`config.mk`:
```
export PLATFORM = sky130hd
export DESIGN_NAME = rtb_dist
export DESIGN_NICKNAME = d
export VERILOG_FILES = /design/src/rtl/rtb_pkg.sv /design/src/rtl/rtb_dist.sv /design/src/rtl/rtb_sync.sv
export SDC_FILE = /design/constraint.sdc
export NUM_CORES = 1
export LEC_CHECK = 0
export CAP_MARGIN = 20
export CORE_UTILIZATION = 35
export DETAILED_ROUTE_END_ITERATION = 16
export DONT_BUFFER_PORTS = 1
export PLACE_DENSITY_LB_ADDON = 0.12
export RECOVER_POWER = 100
export SLEW_MARGIN = 20
export SYNTH_ARGS = -nofsm -noshare
export SYNTH_HDL_FRONTEND = slang
export SYNTH_SLANG_ARGS = --single-unit
```
`constraint.sdc`:
```
create_clock -name i_clk_sys -period 1.2 [get_ports i_clk_sys]
set_input_delay 0.12 -clock i_clk_sys [delete_from_list [all_inputs] [get_ports i_clk_sys]]
set_output_delay 0.12 -clock i_clk_sys [all_outputs]
set_load 0.005 [all_outputs]
```
`src/rtl/rtb_pkg.sv`:
```
package rtb_pkg;
  // ----------------------------------------
  // Bus geometry and timing
  // ----------------------------------------
  localparam int unsigned LINES = 10;
  localparam int unsigned SYNC_STAGES = 2;
  localparam real CLK_MHZ = 40.0;
  localparam logic [9:0] LINES_RESET = 10'h000;
  localparam logic [1:0] PATH_FRONT = 2'h1;
  localparam logic [1:0] PATH_BACK = 2'h2;
  localparam logic [1:0] PATH_BOTH = 2'h3;
  typedef logic [LINES-1:0] rtb_lines_t;
  typedef enum logic [0:0] {
    RTB_SLAVE,
    RTB_MASTER
  } rtb_mode_e;
endpackage

```
`src/rtl/rtb_dist.sv`:
```
`timescale 1ns/1ps
`default_nettype none
// Summary of operation
// - Card acts as master or slave.
// - Bus carries at most ten lines.
// - Lines passed through generically.
// - Master accepts ten panel inputs.
// - Panel inputs resynchronised before bus drive.
// - All cards read timing from bus.
// - Front bus driven by master only.
// - Backplane bus follows same direction rule.
// - Backplane alongside or instead of front.
module rtb_dist
(
  input wire logic i_clk_sys,
  input wire logic i_sys_rst,
  input wire logic i_master_mode,
  input wire logic [1:0] i_path_sel,
  input wire logic [rtb_pkg::LINES-1:0] i_panel_in,
  input wire logic [rtb_pkg::LINES-1:0] i_front_in,
  output logic [rtb_pkg::LINES-1:0] o_front_out,
  output logic [rtb_pkg::LINES-1:0] o_front_oe,
  input wire logic [rtb_pkg::LINES-1:0] i_backplane_connector_bus_in,
  output logic [rtb_pkg::LINES-1:0] o_backplane_connector_bus_out,
  output logic [rtb_pkg::LINES-1:0] o_backplane_connector_bus_oe,
  output logic [rtb_pkg::LINES-1:0] o_timing
);
  // ----------------------------------------
  // State
  // ----------------------------------------
  typedef struct packed {
    rtb_pkg::rtb_mode_e mode;
    logic [1:0] path;
    logic [rtb_pkg::LINES-1:0] drive;
    logic [rtb_pkg::LINES-1:0] front_oe;
    logic [rtb_pkg::LINES-1:0] back_oe;
    logic [rtb_pkg::LINES-1:0] timing;
  } rtb_dist_s;
  rtb_dist_s st_reg;
  rtb_dist_s st_next;
  logic [rtb_pkg::LINES-1:0] panel_sync;
  logic [rtb_pkg::LINES-1:0] front_sync;
  logic [rtb_pkg::LINES-1:0] back_sync;

  function automatic logic [rtb_pkg::LINES-1:0] fan(input logic en);
    fan = {rtb_pkg::LINES{en}};
  endfunction

  // ----------------------------------------
  // Synchronisers
  // ----------------------------------------
  rtb_sync u_panel_sync
  (
    .i_clk_sys(i_clk_sys),
    .i_sys_rst(i_sys_rst),
    .i_async(i_panel_in),
    .o_sync(panel_sync)
  );
  rtb_sync u_front_sync
  (
    .i_clk_sys(i_clk_sys),
    .i_sys_rst(i_sys_rst),
    .i_async(i_front_in),
    .o_sync(front_sync)
  );
  rtb_sync u_back_sync
  (
    .i_clk_sys(i_clk_sys),
    .i_sys_rst(i_sys_rst),
    .i_async(i_backplane_connector_bus_in),
    .o_sync(back_sync)
  );

  // ----------------------------------------
  // Next state
  // ----------------------------------------
  always_comb
  begin
    st_next = st_reg;
    st_next.mode = i_master_mode ? rtb_pkg::RTB_MASTER : rtb_pkg::RTB_SLAVE;
    st_next.path = (i_path_sel == 2'h0) ? rtb_pkg::PATH_FRONT : i_path_sel;
    st_next.drive = panel_sync;
    case (st_reg.mode)
      rtb_pkg::RTB_MASTER:
      begin
        st_next.front_oe = fan(st_reg.path[0]);
        st_next.back_oe = fan(st_reg.path[1]);
      end
      default:
      begin
        st_next.front_oe = rtb_pkg::LINES_RESET;
        st_next.back_oe = rtb_pkg::LINES_RESET;
      end
    endcase
    // Timing is read from the backplane only when the front bus is not selected
    if (st_reg.path[0])
    begin
      st_next.timing = front_sync;
    end
    else
    begin
      st_next.timing = back_sync;
    end
  end

  // ----------------------------------------
  // Registers
  // ----------------------------------------
  always_ff @(posedge i_clk_sys)
  begin
    if (i_sys_rst)
    begin
      st_reg.mode <= rtb_pkg::RTB_SLAVE;
      st_reg.path <= rtb_pkg::PATH_FRONT;
      st_reg.drive <= rtb_pkg::LINES_RESET;
      st_reg.front_oe <= rtb_pkg::LINES_RESET;
      st_reg.back_oe <= rtb_pkg::LINES_RESET;
      st_reg.timing <= rtb_pkg::LINES_RESET;
    end
    else
    begin
      st_reg <= st_next;
    end
  end

  assign o_front_out = st_reg.drive;
  assign o_front_oe = st_reg.front_oe;
  assign o_backplane_connector_bus_out = st_reg.drive;
  assign o_backplane_connector_bus_oe = st_reg.back_oe;
  assign o_timing = st_reg.timing;
endmodule
`default_nettype wire

```
`src/rtl/rtb_sync.sv`:
```
`timescale 1ns/1ps
`default_nettype none
module rtb_sync
(
  input wire logic i_clk_sys,
  input wire logic i_sys_rst,
  input wire logic [rtb_pkg::LINES-1:0] i_async,
  output logic [rtb_pkg::LINES-1:0] o_sync
);
  // ----------------------------------------
  // Two-stage synchroniser
  // ----------------------------------------
  typedef struct packed {
    logic [rtb_pkg::LINES-1:0] meta;
    logic [rtb_pkg::LINES-1:0] stable;
  } rtb_sync_s;
  rtb_sync_s st_reg;
  rtb_sync_s st_next;
  always_comb
  begin
    st_next.meta = i_async;
    st_next.stable = st_reg.meta;
  end
  always_ff @(posedge i_clk_sys)
  begin
    if (i_sys_rst)
    begin
      st_reg <= '0;
    end
    else
    begin
      st_reg <= st_next;
    end
  end
  assign o_sync = st_reg.stable;
endmodule
`default_nettype wire

```
==> results of run 1 <==
==> cells in the mapped netlist <==
cell / instances
dfxtp_1: 85
nor2b_1: 72
buf_4: 50
mux2i_1: 10
buf_6: 9
nor2_1: 8
and3b_1: 2
nor2_2: 2
buf_2: 1
nand2b_1: 1
==> layer usage <==
layer | GRT usage (%) | share of wire [%] | wire length (um)
met5 | 0 | 0 | 0
met4 | 5.952 | 1.9 | 73
met3 | 4.941 | 7.3 | 282
met2 | 16.79 | 47 | 1819
met1 | 10.82 | 43 | 1662
==> cell type report <==
cell class                 count  area (um^2)  area share, %
multi-input combinational     95        616.8          19.15
clock inverter                 6        70.07          2.175
tap                          102        127.6          3.961
clock buffer                  10        137.6          4.272
timing repair buffer          56        565.5          17.55
sequential                    85         1704          52.89
==> metrics by stage <==
step	std cells	setup WS, ns	utilization (%)	hold WS (ns)
2_1_floorplan	240	0.3467	-	0.2034
6_report	354	0.1065	41.69	0.08791
5_1_grt	354	0.04554	41.69	0.08197
3_3_place_gp	283	0.3395	31.91	0.2004
4_1_cts	354	0.07265	41.86	0.07132
3_5_place_dp	283	0.3186	31.91	0.2010
==> cells by family after synthesis <==
group | synth area share, %
mux | 3.575
simple gates | 18.45
buf+inv | 17.20
flops | 60.77
==> power groups by stage <==
stage / Combinational, uW / Clock, uW / Sequential [uW]
final: 253 / 2040 / 2980
after detailed placement: 113 / 0 / 3050
after global routing: 280 / 2260 / 2990
after floorplan: 225 / 0 / 3030
after CTS: 260 / 2130 / 2980
after global placement: 110 / 0 / 3050
==> placed cells by master (no fill, tap or decap), types with 2 or more instances in the layout <==
cell and count:
nor2b_1 72, nor2_2 2, dfxtp_2 2, and3b_1 2, clkbuf_8 10, nor2_1 8, clkinv_4 3, dfxtp_1 83
mux2i_1 10, dlygate4sd3_1 54
==> worst min path at each step <==
stage / start / endpoint / slack (ns) / cells past startpoint
after floorplan: i_sys_rst / st_reg[41] / 0.20 / 1
after detailed placement: i_sys_rst / o_timing[5] / 0.20 / 1
after CTS: i_sys_rst / o_timing[8] / 0.07 / 2
after global placement: i_sys_rst / o_timing[5] / 0.20 / 1
final: i_sys_rst / o_timing[5] / 0.09 / 2
after global routing: i_sys_rst / o_timing[7] / 0.08 / 2
==> critical path: stages (launching register included) <==
cell and delay (ns):
dfxtp_1 0.32, nor2b_1 0.12, dlygate4sd3_1 0.54
==> repair_timing <==
item	4_1_cts	5_1_grt
setup buffers	0	0
resized for setup	0	2
hold buffers	55	0
setup endpoints to repair	0	20
hold endpoints to repair	85	0
==> results.json, run 1 <==
{
  "status": "complete, no violations",
  "synth-seq-cells": 85,
  "antenna_found_initial": 0,
  "clockPowerShare_pct": 38.7,
  "combPwrFrac_pct": 4.8,
  "pwr-share-seq_pct": 56.5,
  "worstSetupPathType": "reg2reg",
  "clock_latency_ns": 0.34,
  "synth.distinct_cells": 10,
  "critPathArrivalTime_ns": 1.33,
  "p_sw_uw": 1126,
  "hold_viol": 0,
  "gp_congestion": 0.7072,
  "yosysSeqAreaShare_pct": 60.77,
  "ios": 85,
  "layout-drive-gt1-share_pct": 8.730,
  "reg2reg_setup_slack_ns": 0.11,
  "min_period_over_period_pct": 91.13,
  "post_drt_via_cell_ratio": 3.941,
  "core_um2": 7727,
  "synth.area.top_cells": "dfxtp_1 (61%), nor2b_1 (16%), buf_4 (13%)",
  "relSlewSlack_pct": 76.01,
  "grt_pass1_wl_um": 6334,
  "num_antenna_cells": 0,
  "yosysWarnings": 0,
  "cp-end-kind": "flop",
  "fmax_mhz": 914.5,
  "finalNetCount": 282,
  "cts_tree": "yes",
  "cts_sinks": 85,
  "stdcell_area_um2": 3222,
  "slew_violations": 0,
  "grt_pass1_vias": 1366,
  "tns_ns": 0,
  "timing.rr.start": "u_front_sync.st_next[6]",
  "p_leak_uw": 0.001400,
  "clock_skew_ns": 0.005843,
  "place_area_um2": 2466,
  "grt_use_total_pct": 10.31,
  "die_x_um": 91.45,
  "synth_area_um2": 2800,
  "worstSetupStartpoint": "u_front_sync.st_next[6]",
  "syn_to_final_growth_pct": 15.06,
  "p_per_area_nw_per_um2": 1637,
  "drt-initial-drc-count": 12,
  "reg2reg_depth": 2,
  "drc": 0,
  "swShare_pct": 21.35,
  "irDropWorstVdd_uv": 657.9,
  "yosys.area.top_type_share_pct": 60.77,
  "start_util_pct": 36.24,
  "io_buffers": 0,
  "fillers": 754,
  "dr_total_vias": 1395,
  "syn-instance-count": 240,
  "min_period_ns": 1.094,
  "cts_max_level": 3,
  "clockBufferDepth": 2,
  "wirelength_um": 3838,
  "die-area_um2": 8362,
  "clk_pin_slew_ns": 0.09,
  "syn_nets": 275,
  "r2r_end": "u_front_sync.o_sync[6]",
  "yosysTopAreaCell": "dfxtp_1",
  "p_total_uw": 5275,
  "setup_viol": 0,
  "cts_made_buffers": 9,
  "die_y_um": 91.45,
  "grt_overflow_total": 0,
  "drv_cap": 0,
  "avgSynthCellArea_um2": 11.67,
  "hold_class": "in2reg",
  "worstMarginPinSlew_ns": 0.3599,
  "first_pass_iters": 4,
  "worstSetupEndpoint": "u_front_sync.o_sync[6]",
  "dp_hpwl_um": 2009,
  "cp-start-kind": "flop",
  "grt_max_degree": 46,
  "crit_required_ns": 1.44,
  "rows": 32,
  "crit_fanout": 1,
  "rsz0062_at_grt": "no",
  "ant_nets": 0,
  "intPower_uw": 4149,
  "cts-root-buf": "clkbuf_8",
  "wire_per_inst_um": 10.84
}
No activity file was read; power rests on OpenSTA's default activity.
==> run 2: changes to the inputs <==
--- a/config.mk
+++ b/config.mk
@@ -10,7 +10,6 @@
 export DETAILED_ROUTE_END_ITERATION = 16
 export DONT_BUFFER_PORTS = 1
 export PLACE_DENSITY_LB_ADDON = 0.12
-export RECOVER_POWER = 100
 export SLEW_MARGIN = 20
 export SYNTH_ARGS = -nofsm -noshare
 export SYNTH_HDL_FRONTEND = slang
==> results.json, run 2 (synthesized netlist as in run 1, its figures left out) <==
{
  "min_period_over_period_pct": 91.13,
  "first_pass_iters": 4,
  "dp_hpwl_um": 2009,
  "cts-root-buf": "clkbuf_8",
  "grt_busiest_layer": "met2",
  "cts_sinks": 85,
  "gp_congestion": 0.7072,
  "hold_path_end": "o_timing[5]",
  "grt_overflow_total": 0,
  "grt.met2_usage_pct": 16.79,
  "hold_depth": 2,
  "post_cts_buffers": 0,
  "hold_viol": 0,
  "crit_slowest_cell": "dlygate4sd3_1",
  "p_leak_uw": 0.001407,
  "cp-start-kind": "flop",
  "slew_violations": 0,
  "setup_viol": 0,
  "drc": 0,
  "cp_top_family": "buffers and inverters",
  "grt_pass1_wl_um": 6334,
  "reg2reg_setup_slack_ns": 0.11,
  "wirelength_um": 3839,
  "use_met3_pct": 4.941,
  "status": "complete, no violations",
  "syn_to_final_growth_pct": 15.59,
  "grt_max_degree": 46,
  "irDropWorstVdd_uv": 658.0,
  "fin_util_pct": 41.89,
  "min_period_ns": 1.094,
  "layout_commonest_cell": "dfxtp_1",
  "cp-end-kind": "flop",
  "grt_pass1_vias": 1366,
  "pre_cts_slack_ns": 0.3186,
  "core_um2": 7727,
  "clock_skew_ns": 0.005798,
  "clk_pin_slew_ns": 0.09,
  "antenna_found_initial": 0,
  "drv_cap": 0,
  "wire_per_inst_um": 10.84,
  "r2r_end": "u_front_sync.o_sync[6]",
  "io_buffers": 0,
  "die_y_um": 91.45,
  "worst-path-stages": 2,
  "fin_ws_ns": 0.1065,
  "layout-drive-gt1-share_pct": 8.730,
  "relSlewSlack_pct": 82.14,
  "critPathArrivalTime_ns": 1.33,
  "reg2reg_depth": 2,
  "crit_fanout": 1,
  "grt_use_total_pct": 10.31,
  "cts_tree": "yes",
  "rows": 32,
  "final_cell_mix": "dfxtp_1 (83), nor2b_1 (72), dlygate4sd3_1 (54)",
  "start_util_pct": 36.24,
  "p_per_area_nw_per_um2": 1631,
  "worstSetupPathType": "reg2reg",
  "worstMarginPinSlew_ns": 0.2686,
  "cts_made_buffers": 9,
  "die_x_um": 91.45,
  "crit_required_ns": 1.44,
  "crit_chain": "nor2b_1 > dlygate4sd3_1",
  "critPathMaxStageDelay_ns": 0.54,
  "ant_nets": 0,
  "fmax_mhz": 914.5,
  "ios": 85,
  "fillers": 752,
  "hp-start": "i_sys_rst",
  "whs_ns": 0.08754,
  "tns_ns": 0,
  "finalNetCount": 282,
  "post_drt_via_cell_ratio": 3.935,
  "crit_buf_inv": 1,
  "dr_total_vias": 1393,
  "use_met1_pct": 10.82,
  "clockBufferDepth": 2,
  "timing.rr.start": "u_front_sync.st_next[6]",
  "p_total_uw": 5280,
  "die-area_um2": 8362,
  "rsz0062_at_grt": "no",
  "drt-initial-drc-count": 12,
  "hold_class": "in2reg",
  "clock_latency_ns": 0.34,
  "worstSetupStartpoint": "u_front_sync.st_next[6]",
  "num_antenna_cells": 0,
  "cts_max_level": 3
}
==> run 2: cell types whose count changed in the layout (fill, tap and decap cells not counted) <==
cell / change
clkbuf_2: -1
buf_12: +1
==> run 2: worst max path at each step <==
stage | endpoint | slack [ns]
2_1_floorplan | o_timing[5] | 0.35
3_3_place_gp | o_timing[9] | 0.34
3_5_place_dp | o_timing[6] | 0.32
4_1_cts | o_front_oe[5] | 0.07
5_1_grt | u_front_sync.o_sync[6] | 0.06
6_report | u_front_sync.o_sync[6] | 0.11
==> run 2: area by class of cell <==
class	instances	area [um^2]	area share, %
clock inverter	6	70.07	2.165
clock buffer	10	137.6	4.252
multi-input combinational	95	616.8	19.06
sequential	85	1704	52.65
tap	102	127.6	3.943
timing repair buffer	56	580.6	17.94
==> run 2: where the power goes <==
part           switching [uW]  total [uW]  internal [uW]
logic                    75.6         257            181
clock network            1010        2040           1030
registers                42.4        2980           2940
total                    1130        5280           4150
==> run 2: through the flow <==
stage	instance area (um^2)	std cells
after CTS	3234	354
after detailed placement	2466	283
after global routing	3237	354
after floorplan	2800	240
final	3237	354
after global placement	2466	283
==> run 2: metal layers <==
| layer | vias up | wire [um] |
|---|---|---|
| met5 | - | 0 |
| met4 | 0 | 73 |
| met3 | 7 | 282 |
| met2 | 44 | 1825 |
| met1 | 651 | 1658 |
| li1 | 691 | - |
==> run 2: worst register-to-register path, cell delays in order (launching register included) <==
cell	delay, ns
dfxtp_1	0.32
nor2b_1	0.12
dlygate4sd3_1	0.54
==> run 2: timing repair <==
| item | 4_1_cts | 5_1_grt |
|---|---|---|
| hold buffers | 55 | 0 |
| endpoints found under the setup margin | 0 | 20 |
| gates resized for setup | 0 | 2 |
| hold endpoints to repair | 85 | 0 |
